[src/hw/pbt_pkg.sv]
package pbt_pkg;

  // register indices; the byte address is four times the index
  localparam logic [7:0] FG_MIX_IDX   = 8'h48;
  localparam logic [7:0] BG_MIX_IDX   = 8'h49;
  localparam logic [7:0] FG_COL_IDX   = 8'h58;
  localparam logic [7:0] BG_COL_IDX   = 8'h5c;
  localparam logic [7:0] WIDTH_IDX    = 8'h60;
  localparam logic [7:0] HEIGHT_IDX   = 8'h62;
  localparam logic [7:0] MSK_X_IDX    = 8'h6c;
  localparam logic [7:0] MSK_Y_IDX    = 8'h6e;
  localparam logic [7:0] SRC_X_IDX    = 8'h70;
  localparam logic [7:0] SRC_Y_IDX    = 8'h72;
  localparam logic [7:0] PAT_X_IDX    = 8'h74;
  localparam logic [7:0] PAT_Y_IDX    = 8'h76;
  localparam logic [7:0] DST_X_IDX    = 8'h78;
  localparam logic [7:0] DST_Y_IDX    = 8'h7a;
  localparam logic [7:0] PIXOP_IDX    = 8'h7c;
  localparam logic [7:0] STATUS_IDX   = 8'h80;

  // reset values
  localparam logic [7:0]  MIX_RST     = 8'h03;
  localparam logic [31:0] COL_RST     = 32'h0000_0000;
  localparam logic [15:0] DIM_RST     = 16'h0000;
  localparam logic [31:0] PIXOP_RST   = 32'h0000_0000;

  // operation word field positions (low bit of each field)
  localparam int BGS_LSB  = 30;
  localparam int FGS_LSB  = 28;
  localparam int STEP_LSB = 24;
  localparam int SMAP_LSB = 20;
  localparam int DMAP_LSB = 16;
  localparam int PMAP_LSB = 12;
  localparam int MASK_LSB = 6;
  localparam int MODE_LSB = 4;
  localparam int OCT_LSB  = 0;

  // source selection codes
  localparam logic [1:0] SRC_COLOUR = 2'h0;
  localparam logic [1:0] SRC_MAP    = 2'h2;

  // step function codes
  localparam logic [3:0] STEP_DS_RD   = 4'h2;
  localparam logic [3:0] STEP_LINE_RD = 4'h3;
  localparam logic [3:0] STEP_DS_WR   = 4'h4;
  localparam logic [3:0] STEP_LINE_WR = 4'h5;
  localparam logic [3:0] STEP_BLT     = 4'h8;
  localparam logic [3:0] STEP_INV_BLT = 4'h9;
  localparam logic [3:0] STEP_FILL    = 4'ha;

  // map selection codes
  localparam logic [3:0] MAP_A        = 4'h1;
  localparam logic [3:0] MAP_B        = 4'h2;
  localparam logic [3:0] MAP_C        = 4'h3;
  localparam logic [3:0] PAT_FG_FIXED = 4'h8;
  localparam logic [3:0] PAT_FROM_SRC = 4'h9;

  // mask modes
  localparam logic [1:0] MASK_OFF      = 2'h0;
  localparam logic [1:0] MASK_BOUNDARY = 2'h1;
  localparam logic [1:0] MASK_FULL     = 2'h2;

  // arithmetic mix codes
  localparam logic [7:0] MIX_MAX  = 8'h10;
  localparam logic [7:0] MIX_MIN  = 8'h11;
  localparam logic [7:0] MIX_ADDS = 8'h12;
  localparam logic [7:0] MIX_DMS  = 8'h13;
  localparam logic [7:0] MIX_SMD  = 8'h14;
  localparam logic [7:0] MIX_AVG  = 8'h15;

  // status bits
  localparam int ST_BUSY  = 0;
  localparam int ST_UNSUP = 1;

  typedef enum logic [2:0] {
    ST_IDLE  = 3'b000,
    ST_FETCH = 3'b001,
    ST_WAIT  = 3'b010,
    ST_WRITE = 3'b011,
    ST_NEXT  = 3'b100
  } pbt_state_t;

endpackage

[src/hw/pbt_engine.sv]
`timescale 1ns/1ps
module pbt_engine (
  input  wire logic        clock,
  input  wire logic        sys_rst,
  input  wire logic [7:0]  address,
  input  wire logic        read,
  input  wire logic        write,
  input  wire logic [31:0] writedata,
  input  wire logic [3:0]  byteenable,
  output logic      [31:0] readdata,
  output logic             waitrequest,
  output logic             req_valid,
  input  wire logic        req_ready,
  output logic      [15:0] req_dst_x,
  output logic      [15:0] req_dst_y,
  output logic      [15:0] req_src_x,
  output logic      [15:0] req_src_y,
  output logic      [15:0] req_pat_x,
  output logic      [15:0] req_pat_y,
  output logic      [15:0] req_msk_x,
  output logic      [15:0] req_msk_y,
  output logic      [3:0]  req_src_map,
  output logic      [3:0]  req_dst_map,
  output logic      [3:0]  req_pat_map,
  output logic      [1:0]  req_msk_mode,
  input  wire logic        rsp_valid,
  input  wire logic [7:0]  rsp_src,
  input  wire logic [7:0]  rsp_dst,
  input  wire logic        rsp_pat,
  input  wire logic        rsp_msk,
  output logic             wr_valid,
  input  wire logic        wr_ready,
  output logic      [15:0] wr_x,
  output logic      [15:0] wr_y,
  output logic      [7:0]  wr_data,
  output logic             busy
);

  logic [7:0]       fg_mix_r, bg_mix_r;
  logic [31:0]      fg_col_r, bg_col_r;
  logic [15:0]      width_r, height_r;
  logic [15:0]      src_x_r, src_y_r, pat_x_r, pat_y_r;
  logic [15:0]      msk_x_r, msk_y_r, dst_x_r, dst_y_r;
  logic [31:0]      pixop_r;
  logic             unsup_r;
  logic             ack_r;
  logic [31:0]      rd_nxt;
  pbt_pkg::pbt_state_t state_r;
  logic [15:0]      xcnt_r, ycnt_r;
  logic             wr_en, start, settle_r;
  logic [1:0]       fgs, bgs, msk_mode;
  logic [3:0]       step, pmap;
  logic [2:0]       oct;
  logic [7:0]       fg_pix, bg_pix, mix_out;
  logic             is_fg, keep;

  // merge bytes under byteenable
  function automatic logic [31:0] merge(input logic [31:0] old,
                                        input logic [31:0] nw,
                                        input logic [3:0]  be);
    logic [31:0] r;
    r = old;
    for (int i = 0; i < 4; i++) begin
      if (be[i]) begin
        r[8*i +: 8] = nw[8*i +: 8];
      end
    end
    return r;
  endfunction

  // position along one axis: base plus or minus the step count
  function automatic logic [15:0] walk(input logic [15:0] base,
                                       input logic [15:0] cnt,
                                       input logic        dec);
    return dec ? base - cnt : base + cnt;
  endfunction

  // per-pixel mix; bit code[{~s,~d}] gives every boolean function
  function automatic logic [7:0] mix(input logic [7:0] code,
                                     input logic [7:0] s,
                                     input logic [7:0] d);
    logic [8:0] sum;
    logic [7:0] r;
    sum = {1'b0, s} + {1'b0, d};
    if (code[7:4] == 4'h0) begin
      for (int i = 0; i < 8; i++) begin
        r[i] = code[{~s[i], ~d[i]}];
      end
    end else begin
      case (code)
        pbt_pkg::MIX_MAX:  r = (s > d) ? s : d;
        pbt_pkg::MIX_MIN:  r = (s < d) ? s : d;
        pbt_pkg::MIX_ADDS: r = sum[8] ? 8'hff : sum[7:0];
        pbt_pkg::MIX_DMS:  r = (d > s) ? d - s : 8'h00;
        pbt_pkg::MIX_SMD:  r = (s > d) ? s - d : 8'h00;
        pbt_pkg::MIX_AVG:  r = sum[8:1];
        default:           r = 8'h00;
      endcase
    end
    return r;
  endfunction

  // operation word fields
  assign bgs      = pixop_r[pbt_pkg::BGS_LSB +: 2];
  assign fgs      = pixop_r[pbt_pkg::FGS_LSB +: 2];
  assign step     = pixop_r[pbt_pkg::STEP_LSB +: 4];
  assign pmap     = pixop_r[pbt_pkg::PMAP_LSB +: 4];
  assign msk_mode = pixop_r[pbt_pkg::MASK_LSB +: 2];
  assign oct      = pixop_r[pbt_pkg::OCT_LSB +: 3];

  // avalon slave: one wait cycle, then the access completes
  assign waitrequest = (read | write) & ~ack_r;
  assign wr_en       = write & ack_r;
  assign busy        = (state_r != pbt_pkg::ST_IDLE);
  // parameter writes while busy are dropped so a running job stays coherent
  assign start = wr_en & ~busy & (address == pbt_pkg::PIXOP_IDX);

  always_ff @(posedge clock) begin
    if (sys_rst) begin
      ack_r <= 1'b0;
    end else begin
      ack_r <= (read | write) & ~ack_r;
    end
  end

  // read mux; unmapped indices read zero
  always_comb begin
    case (address)
      pbt_pkg::FG_MIX_IDX: rd_nxt = {24'h000000, fg_mix_r};
      pbt_pkg::BG_MIX_IDX: rd_nxt = {24'h000000, bg_mix_r};
      pbt_pkg::FG_COL_IDX: rd_nxt = fg_col_r;
      pbt_pkg::BG_COL_IDX: rd_nxt = bg_col_r;
      pbt_pkg::WIDTH_IDX:  rd_nxt = {16'h0000, width_r};
      pbt_pkg::HEIGHT_IDX: rd_nxt = {16'h0000, height_r};
      pbt_pkg::MSK_X_IDX:  rd_nxt = {16'h0000, msk_x_r};
      pbt_pkg::MSK_Y_IDX:  rd_nxt = {16'h0000, msk_y_r};
      pbt_pkg::SRC_X_IDX:  rd_nxt = {16'h0000, src_x_r};
      pbt_pkg::SRC_Y_IDX:  rd_nxt = {16'h0000, src_y_r};
      pbt_pkg::PAT_X_IDX:  rd_nxt = {16'h0000, pat_x_r};
      pbt_pkg::PAT_Y_IDX:  rd_nxt = {16'h0000, pat_y_r};
      pbt_pkg::DST_X_IDX:  rd_nxt = {16'h0000, dst_x_r};
      pbt_pkg::DST_Y_IDX:  rd_nxt = {16'h0000, dst_y_r};
      pbt_pkg::PIXOP_IDX:  rd_nxt = pixop_r;
      pbt_pkg::STATUS_IDX: rd_nxt = {30'h0, unsup_r, busy};
      default:             rd_nxt = 32'h0000_0000;
    endcase
  end

  // read data latched in the wait cycle, stands in the answer cycle
  always_ff @(posedge clock) begin
    if (sys_rst) begin
      readdata <= 32'h0000_0000;
    end else if (read & ~ack_r) begin
      readdata <= rd_nxt;
    end
  end

  // parameter registers
  always_ff @(posedge clock) begin
    if (sys_rst) begin
      fg_mix_r <= pbt_pkg::MIX_RST;
      bg_mix_r <= pbt_pkg::MIX_RST;
      fg_col_r <= pbt_pkg::COL_RST;
      bg_col_r <= pbt_pkg::COL_RST;
      width_r  <= pbt_pkg::DIM_RST;
      height_r <= pbt_pkg::DIM_RST;
      msk_x_r  <= pbt_pkg::DIM_RST;
      msk_y_r  <= pbt_pkg::DIM_RST;
      src_x_r  <= pbt_pkg::DIM_RST;
      src_y_r  <= pbt_pkg::DIM_RST;
      pat_x_r  <= pbt_pkg::DIM_RST;
      pat_y_r  <= pbt_pkg::DIM_RST;
      dst_x_r  <= pbt_pkg::DIM_RST;
      dst_y_r  <= pbt_pkg::DIM_RST;
      pixop_r  <= pbt_pkg::PIXOP_RST;
    end else if (wr_en & ~busy) begin
      case (address)
        pbt_pkg::FG_MIX_IDX:
          fg_mix_r <= 8'(merge({24'h0, fg_mix_r}, writedata, byteenable));
        pbt_pkg::BG_MIX_IDX:
          bg_mix_r <= 8'(merge({24'h0, bg_mix_r}, writedata, byteenable));
        pbt_pkg::FG_COL_IDX: fg_col_r <= merge(fg_col_r, writedata, byteenable);
        pbt_pkg::BG_COL_IDX: bg_col_r <= merge(bg_col_r, writedata, byteenable);
        pbt_pkg::WIDTH_IDX:
          width_r <= 16'(merge({16'h0, width_r}, writedata, byteenable));
        pbt_pkg::HEIGHT_IDX:
          height_r <= 16'(merge({16'h0, height_r}, writedata, byteenable));
        pbt_pkg::MSK_X_IDX:
          msk_x_r <= 16'(merge({16'h0, msk_x_r}, writedata, byteenable));
        pbt_pkg::MSK_Y_IDX:
          msk_y_r <= 16'(merge({16'h0, msk_y_r}, writedata, byteenable));
        pbt_pkg::SRC_X_IDX:
          src_x_r <= 16'(merge({16'h0, src_x_r}, writedata, byteenable));
        pbt_pkg::SRC_Y_IDX:
          src_y_r <= 16'(merge({16'h0, src_y_r}, writedata, byteenable));
        pbt_pkg::PAT_X_IDX:
          pat_x_r <= 16'(merge({16'h0, pat_x_r}, writedata, byteenable));
        pbt_pkg::PAT_Y_IDX:
          pat_y_r <= 16'(merge({16'h0, pat_y_r}, writedata, byteenable));
        pbt_pkg::DST_X_IDX:
          dst_x_r <= 16'(merge({16'h0, dst_x_r}, writedata, byteenable));
        pbt_pkg::DST_Y_IDX:
          dst_y_r <= 16'(merge({16'h0, dst_y_r}, writedata, byteenable));
        pbt_pkg::PIXOP_IDX: pixop_r <= merge(pixop_r, writedata, byteenable);
        default: ;
      endcase
    end
  end

  // pixel classing and source choice
  always_comb begin
    // colour registers only matter for a colour-sourced side
    fg_pix = (fgs == pbt_pkg::SRC_MAP) ? rsp_src : fg_col_r[7:0];
    bg_pix = (bgs == pbt_pkg::SRC_MAP) ? rsp_src : bg_col_r[7:0];
    case (pmap)
      pbt_pkg::PAT_FG_FIXED: is_fg = 1'b1;
      pbt_pkg::PAT_FROM_SRC: is_fg = (rsp_src != 8'h00);
      default:               is_fg = rsp_pat;
    endcase
    if (step == pbt_pkg::STEP_INV_BLT) begin
      is_fg = ~is_fg; // inverting transfer swaps the classes
    end
    mix_out = is_fg ? mix(fg_mix_r, fg_pix, rsp_dst)
                    : mix(bg_mix_r, bg_pix, rsp_dst);
    // boundary mode: rsp_msk tells whether the pixel is inside the mask
    keep = (msk_mode == pbt_pkg::MASK_OFF) | rsp_msk;
  end

  // engine sequencer
  always_ff @(posedge clock) begin
    if (sys_rst) begin
      state_r <= pbt_pkg::ST_IDLE;
      xcnt_r  <= 16'h0000;
      ycnt_r  <= 16'h0000;
      unsup_r <= 1'b0;
      settle_r <= 1'b0;
    end else begin
      settle_r <= (state_r == pbt_pkg::ST_FETCH); // coords lag one cycle
      case (state_r)
        pbt_pkg::ST_IDLE: begin
          if (start) begin
            xcnt_r <= 16'h0000;
            ycnt_r <= 16'h0000;
            // line and draw-and-step codes are refused: unsup_r is set and the engine stays idle
            if (writedata[pbt_pkg::STEP_LSB +: 4] == pbt_pkg::STEP_BLT ||
                writedata[pbt_pkg::STEP_LSB +: 4] == pbt_pkg::STEP_INV_BLT ||
                writedata[pbt_pkg::STEP_LSB +: 4] == pbt_pkg::STEP_FILL) begin
              state_r <= pbt_pkg::ST_FETCH;
              unsup_r <= 1'b0;
            end else begin
              unsup_r <= 1'b1;
            end
          end
        end
        pbt_pkg::ST_FETCH: begin
          if (req_ready & settle_r) begin
            state_r <= pbt_pkg::ST_WAIT;
          end
        end
        pbt_pkg::ST_WAIT: begin
          if (rsp_valid) begin
            state_r <= keep ? pbt_pkg::ST_WRITE : pbt_pkg::ST_NEXT;
          end
        end
        pbt_pkg::ST_WRITE: begin
          if (wr_ready) begin
            state_r <= pbt_pkg::ST_NEXT;
          end
        end
        pbt_pkg::ST_NEXT: begin
          // value plus one pixels on each axis
          if (xcnt_r != width_r) begin
            xcnt_r  <= xcnt_r + 16'h0001;
            state_r <= pbt_pkg::ST_FETCH;
          end else if (ycnt_r != height_r) begin
            xcnt_r  <= 16'h0000;
            ycnt_r  <= ycnt_r + 16'h0001;
            state_r <= pbt_pkg::ST_FETCH;
          end else begin
            state_r <= pbt_pkg::ST_IDLE;
          end
        end
        default: state_r <= pbt_pkg::ST_IDLE;
      endcase
    end
  end

  assign req_valid = (state_r == pbt_pkg::ST_FETCH) & settle_r;
  assign wr_valid  = (state_r == pbt_pkg::ST_WRITE);

  // request coordinates; octant bit 2 walks left, bit 1 walks up
  always_ff @(posedge clock) begin
    if (sys_rst) begin
      req_dst_x <= 16'h0000;
      req_dst_y <= 16'h0000;
      req_src_x <= 16'h0000;
      req_src_y <= 16'h0000;
      req_pat_x <= 16'h0000;
      req_pat_y <= 16'h0000;
      req_msk_x <= 16'h0000;
      req_msk_y <= 16'h0000;
    end else begin
      req_dst_x <= walk(dst_x_r, xcnt_r, oct[2]);
      req_dst_y <= walk(dst_y_r, ycnt_r, oct[1]);
      req_src_x <= walk(src_x_r, xcnt_r, oct[2]);
      req_src_y <= walk(src_y_r, ycnt_r, oct[1]);
      req_pat_x <= walk(pat_x_r, xcnt_r, oct[2]);
      req_pat_y <= walk(pat_y_r, ycnt_r, oct[1]);
      // mask map sits at its origin from the destination corner
      req_msk_x <= walk(dst_x_r, xcnt_r, oct[2]) - msk_x_r;
      req_msk_y <= walk(dst_y_r, ycnt_r, oct[1]) - msk_y_r;
    end
  end

  // which maps the pixel reader must touch
  always_ff @(posedge clock) begin
    if (sys_rst) begin
      req_src_map  <= 4'h0;
      req_dst_map  <= 4'h0;
      req_pat_map  <= 4'h0;
      req_msk_mode <= 2'h0;
    end else begin
      // zero map code means the reader skips that map
      req_src_map <= (fgs == pbt_pkg::SRC_MAP || bgs == pbt_pkg::SRC_MAP ||
                      pmap == pbt_pkg::PAT_FROM_SRC)
                     ? pixop_r[pbt_pkg::SMAP_LSB +: 4] : 4'h0;
      req_dst_map <= pixop_r[pbt_pkg::DMAP_LSB +: 4];
      req_pat_map <= (pmap >= pbt_pkg::MAP_A && pmap <= pbt_pkg::MAP_C)
                     ? pmap : 4'h0;
      req_msk_mode <= msk_mode;
    end
  end

  // write-back data captured with the response
  always_ff @(posedge clock) begin
    if (sys_rst) begin
      wr_x    <= 16'h0000;
      wr_y    <= 16'h0000;
      wr_data <= 8'h00;
    end else if (state_r == pbt_pkg::ST_WAIT && rsp_valid) begin
      wr_x    <= req_dst_x;
      wr_y    <= req_dst_y;
      wr_data <= mix_out;
    end
  end

endmodule

[config.mk]
export PLATFORM = sky130hd
export DESIGN_NAME = pbt_engine
export DESIGN_NICKNAME = d
export VERILOG_FILES = /design/src/hw/pbt_pkg.sv /design/src/hw/pbt_engine.sv
export SDC_FILE = /design/constraint.sdc
export NUM_CORES = 2
export LEC_CHECK = 0
export BUFFER_PORTS_ARGS = -buffer_cell sky130_fd_sc_hd__buf_2
export CORE_MARGIN = 2
export CORE_UTILIZATION = 40
export CTS_CLUSTER_SIZE = 12
export DETAILED_ROUTE_END_ITERATION = 6
export HOLD_SLACK_MARGIN = 0.08
export PLACE_DENSITY = 0.7
export RECOVER_POWER = 100
export SLEW_MARGIN = 25
export SYNTH_ARGS = -nofsm -noshare
export SYNTH_HDL_FRONTEND = slang
export SYNTH_SLANG_ARGS = --single-unit
[constraint.sdc]
create_clock -name clock -period 9.2 [get_ports clock]
set_input_delay 1.38 -clock clock [delete_from_list [all_inputs] [get_ports clock]]
set_output_delay 1.38 -clock clock [all_outputs]
set_load 0.05 [all_outputs]
After elaboration in Yosys (flattened, before gate mapping)
Index checks and enable logic that the tools add are counted.
{ "word_totals": {"reg_bits": 524, "latch_bits": 0, "mem_bits_rw": 0, "rom_bits": 0, "inputBits": 69, "n_memories": 0} }
{ "op_classes": {"addsub": 22, "n_mul": 0, "div": 0, "order_cmp": 24, "n_eq_ne": 50, "n_shift": 0, "mux": 75, "n_bitwise": 38, "reduce_logical": 53} }
{ "ops": {"columns": ["cell", "n"], "rows": [
  ["32-bit case mux with 16 select lines", 1],
  ["16-bit 2-to-1 mux", 11],
  ["16-bit subtractor", 8],
  ["8-bit by 7-bit == test with 1-bit output, second input constant", 15],
  ["8-bit 2-to-1 mux", 15],
  ["3-bit AND reduction", 35],
  ["16-bit adder", 6],
  ["8-bit by 5-bit == test with 1-bit output, second input constant", 12],
  ["8-bit case mux with 6 select lines", 2],
  ["2-bit by 4-bit < comparator with 1-bit output, second input constant", 16],
  ["16-bit case mux with 2 select lines", 2],
  ["16-bit by 1-bit adder with 16-bit output, second input constant", 2],
  ["1-bit binary-select mux with 2-bit select", 16],
  ["8-bit greater-than comparator", 4],
  ["16-bit inequality test", 2],
  ["8-bit subtractor", 4],
  ["1-bit NOT", 29],
  ["4-bit == test, second input constant", 6],
  ["1-bit 2-to-1 mux", 20],
  ["8-bit by 8-bit adder with 9-bit output", 2],
  ["3-bit 2-to-1 mux", 6],
  ["8-bit < comparator", 2],
  ["3-bit case mux with 5 select lines", 1],
  ["2-bit inequality test, second input constant", 5],
  ["24 further kinds", 40]
]} }

Longest topological paths before layout
{ "logic_depth": {"ltp_word": 7, "mapped_depth": 23, "ltp_nobuf": 22} }

Worst setup path before layout
Ideal clock, no wire load.
{ "synth_timing": {"path_type": "register to register", "start": "register pixop_r[2]", "end": "register req_msk_x[15]", "setup_ns": 0.072, "t_arrival_ns": 5.122, "path_slack_ns": 4.006, "path_stages_with_launch": 19, "synth_period_minus_slack_ns": 5.194, "cell_sequence": "dfxtp_1 > clkbuf_1 > clkbuf_1 > mux2i_1 > fa_1 > a21o_1 > maj3_1 > maj3_1 > maj3_2 > a211oi_1 > a211oi_1 > a311oi_1 > xnor2_1 > ha_1 > and3_1 > nand3_1 > and3_1 > or4_1 > mux2i_1"} }
{ "synth_via": {"elab_chain_cells": 2} }
{ "synth_rtl": {"columns": ["element", "line_no", "rtl"], "rows": [
  ["start, declared", "pbt_engine.sv:44", "logic [31:0] pixop_r;"],
  ["start signal, assigned", "pbt_engine.sv:175", "pixop_r <= pbt_pkg::PIXOP_RST;"],
  ["start signal, assigned", "pbt_engine.sv:204", "pbt_pkg::PIXOP_IDX: pixop_r <= merge(pixop_r, writedata, byteenable);"],
  ["16-bit 2-to-1 mux", "pbt_engine.sv:75", "return dec ? base - cnt : base + cnt;"],
  ["16-bit subtractor", "pbt_engine.sv:310", "req_msk_x <= walk(dst_x_r, xcnt_r, oct[2]) - msk_x_r;"],
  ["end signal, assigned", "pbt_engine.sv:310", null],
  ["end, declared", "pbt_engine.sv:20", "output logic [15:0] req_msk_x,"]
]} }
Every way passes these cells.
A chain may end at the register's enable or synchronous reset.

==> summary.txt <==
Final Hold Slack: 0.4479 ns
synthesized area: 29610 µm²
Routed WL: 104600 µm
clk root buf: clkbuf_16
total CTS buffers: 59
Seq/Total Area, Yosys: 0.3542
Synth Area in Simple Gates: 0.2180
num ports: 287
Post-synth EDFFs: 0
Setup TNS Final: 0 ns
DRC: 42
Synth-to-Final Area Change: 12.29%
antenna violations before repair: 16
final worst slack: 3.015 ns
antenna-violating nets left: 0
critical-path cell list: clkbuf_1 -> clkinv_1 -> clkbuf_1 -> nand4_1 -> o41ai_1 -> a31oi_1 -> o311ai_0
# resized after CTS: 0
Req. time, crit path: 9.66 ns
Yosys top cell area share: 0.3542
drt first-iter violations: 3871
Period minus WS final: 6.185 ns
NumNets Final: 4083
CTS max path bufs: 3
DR vias: 28560
CP Max Fanout: 85
Async SR Flop Fraction: 0
slowest library cell on the worst path: clkbuf_1
Mapped Avg Cell Area: 7.941 µm²
Core Rows: 99
max-slew violations: 184
WL/cell: 21.42 µm
post-CTS setup buffers: 0
hold depth: 2
main combinational cell family by area after synthesis: simple AND/OR/NAND/NOR gates
clk sinks: 524
f_max: 161.7 MHz
Die W: 276.1 µm
post-synthesis adder-cell area fraction: 0.06883
CP Class: in2reg
synthesized netlist cell count: 3729
clk slew on worst S/H paths: 0.06 ns
Die Height: 276.1 µm
Final Hold Viols: 0
top_reg_cell synth: dfxtp_1
GRT Total Usage: 0.2608
unrepaired setup endpoints after global routing: no
CP peak stage delay: 2.81 ns
vias per inst: 5.845
Final period util: 0.6722
first-pass GRT wire length: 156600 µm
Yosys reg bits: 524
startpoint types: input port
synth warn: 0
Hold EP: wr_y[0]
final setup vio count: 0
Most common cell on crit path: clkbuf_1
commonest cells after routing, fill and taps aside: nand2_1, dfxtp_1, a21oi_1
Synth Area in Compound Gates: 0.2038
DP HPWL: 77110 µm
core area: 73080 µm²
R2R depth: 16
R2R setup slack: 3.42 ns
Remaining Overflow, GRT: 0
Fillers: 7289
die area: 76230 µm²
Synth area leaders: dfxtp_1, nand2_1, a21oi_1
status: complete, but fails checks
worst flop-to-flop path startpoint: pixop_r[2]
worst-skew pair later-pin latency: 0.64 ns
Crit Reg-Reg Endpoint: req_msk_x[15]
final setup skew: 0.01291 ns
crit path DAT: 6.64 ns
Yosys cell types: 98
Max H-tree Level: 2
number of global-route vias before repair: 25900
Starting Density: 0.4052
Slew HR: -1.746
I/O Buffers: 286
power density cells: 144.3 nW/µm²
Hold Startpoint: req_dst_y[0]
crit-path leading delay family: buffers and inverters
dpl ws: 3.540 ns
GP Congestion: 1.001
CTS tree: done
cell taking the most area after synthesis: dfxtp_1
Worst IR Drop VDD: 151.7 µV
hold buffer count at cts: 0
most common cell after layout, fill and taps aside: nand2_1
largest net degree at the start of global routing: 168
post-synthesis xor/xnor area fraction: 0.07064
share of layout cells above drive strength 1: 0.07068
router iterations before antenna repair: 7
Worst setup EP type: flop
Crit path buffers/inverters: 3
failing checks: design-rule violations, max-capacitance violations, max-slew violations
Slew @ Worst Pin: 4.119 ns
mux share of post-synthesis cell area: 0.03401
Max Cap Viol: 3
type of the worst min-delay path: reg2reg
Leak: 0.01163 µW
==> cells by family (layout without fill, tap and decap cells) <==
| kind of cell | count (synthesis) | after routing |
|---|---|---|
| compound gates | 919 | 919 |
| xor+xnor | 232 | 232 |
| fa+ha+maj | 158 | 158 |
| buf+inv | 378 | 567 |
| flops | 524 | 524 |
| mux | 80 | 80 |
| other cells | 1 | 10 |
| simple gates | 1437 | 1437 |
==> worst max-delay path by stage <==
stage | startpoint | to | slack [ns] | cells past startpoint
floorplan | pixop_r[2] | req_msk_x[15] | 4.01 | 18
global placement | pixop_r[2] | req_msk_x[15] | 3.65 | 17
detailed placement | pixop_r[2] | req_msk_x[15] | 3.54 | 16
CTS | pixop_r[2] | req_msk_x[15] | 3.52 | 16
global route | sys_rst | ycnt_r[10] | 2.85 | 5
finish | sys_rst | req_src_y[15] | 3.02 | 7
==> worst reg2reg max path: stages, from the launching register on <==
cell      delay, ns
dfxtp_1        0.92
mux2i_1        0.47
fa_1           0.53
a21o_1         0.18
maj3_1         0.39
maj3_1         0.37
maj3_1         0.40
a211oi_1       0.36
a211oi_1       0.10
a311oi_1       0.37
xnor2_1        0.20
ha_1           0.32
and3_1         0.17
a21oi_1        0.18
a21boi_0       0.14
or4_1          0.48
mux2i_1        0.13
==> registers in the layout (all words and copies together), names as in the netlist, 32 cells and up <==
| signal | count |
|---|---|
| readdata | 32 |
| pixop_r | 32 |
| fg_col_r | 32 |
| bg_col_r | 32 |
==> synthesized netlist by cell type, drive strengths merged, types with 13 or more instances <==
library cell / instances
ha: 126
xnor2: 150
nand2: 680
nand4: 21
or3: 23
a31oi: 34
a21o: 25
mux2: 15
a22o: 20
nor2: 313
a22oi: 23
and2: 64
and3: 42
maj3: 18
mux4: 15
nand2b: 25
o21a: 16
mux2i: 50
clkbuf: 206
dfxtp: 524
nor3b: 17
xor2: 82
a222oi: 57
a211oi: 32
o221ai: 13
nand3: 79
a221oi: 34
o21ai: 103
o211ai: 14
fa: 14
nor3: 59
a2111oi: 13
buf: 30
a21oi: 419
inv: 139
nor2b: 48
nor4: 31
==> routing by layer <==
metal  up-vias  part of all wire  GRT usage
met4        12             0.050     0.1257
met5         -           0.00080          0
met3       295              0.11    0.05864
met1     13350              0.41     0.3484
met2      1544              0.43     0.3973
li1      13360                 -          -
==> metrics by stage <==
stage | power (µW) | utilization | std cells | cell area, µm²
final | 4798 | 0.4550 | 4886 | 33250
after global placement | 2531 | 0.4326 | 4772 | 31610
after global routing | 4926 | 0.4550 | 4885 | 33250
after detailed placement | 2531 | 0.4328 | 4772 | 31630
after CTS | 4817 | 0.4584 | 4878 | 33500
after floorplan | 2450 | - | 3730 | 29620
==> area by class of cell <==
cell class                 count  area (µm²)  share of cell area
antenna                        8       20.02           0.0006020
clock buffer                  81        1629             0.04899
clock inverter                25       239.0            0.007187
inverter                     141       529.3             0.01592
multi-input combinational   2828       17730              0.5333
sequential                   524       10490              0.3155
tap                          959        1200             0.03609
timing repair buffer         320        1413             0.04248
==> report_power, final <==
part           leakage (µW)  internal [µW]  switching [µW]
logic               0.00649           49.9             163
clock network      0.000922           1300            1010
registers           0.00422           2270            1.73
Note: power is estimated with default switching activity, not from simulation.
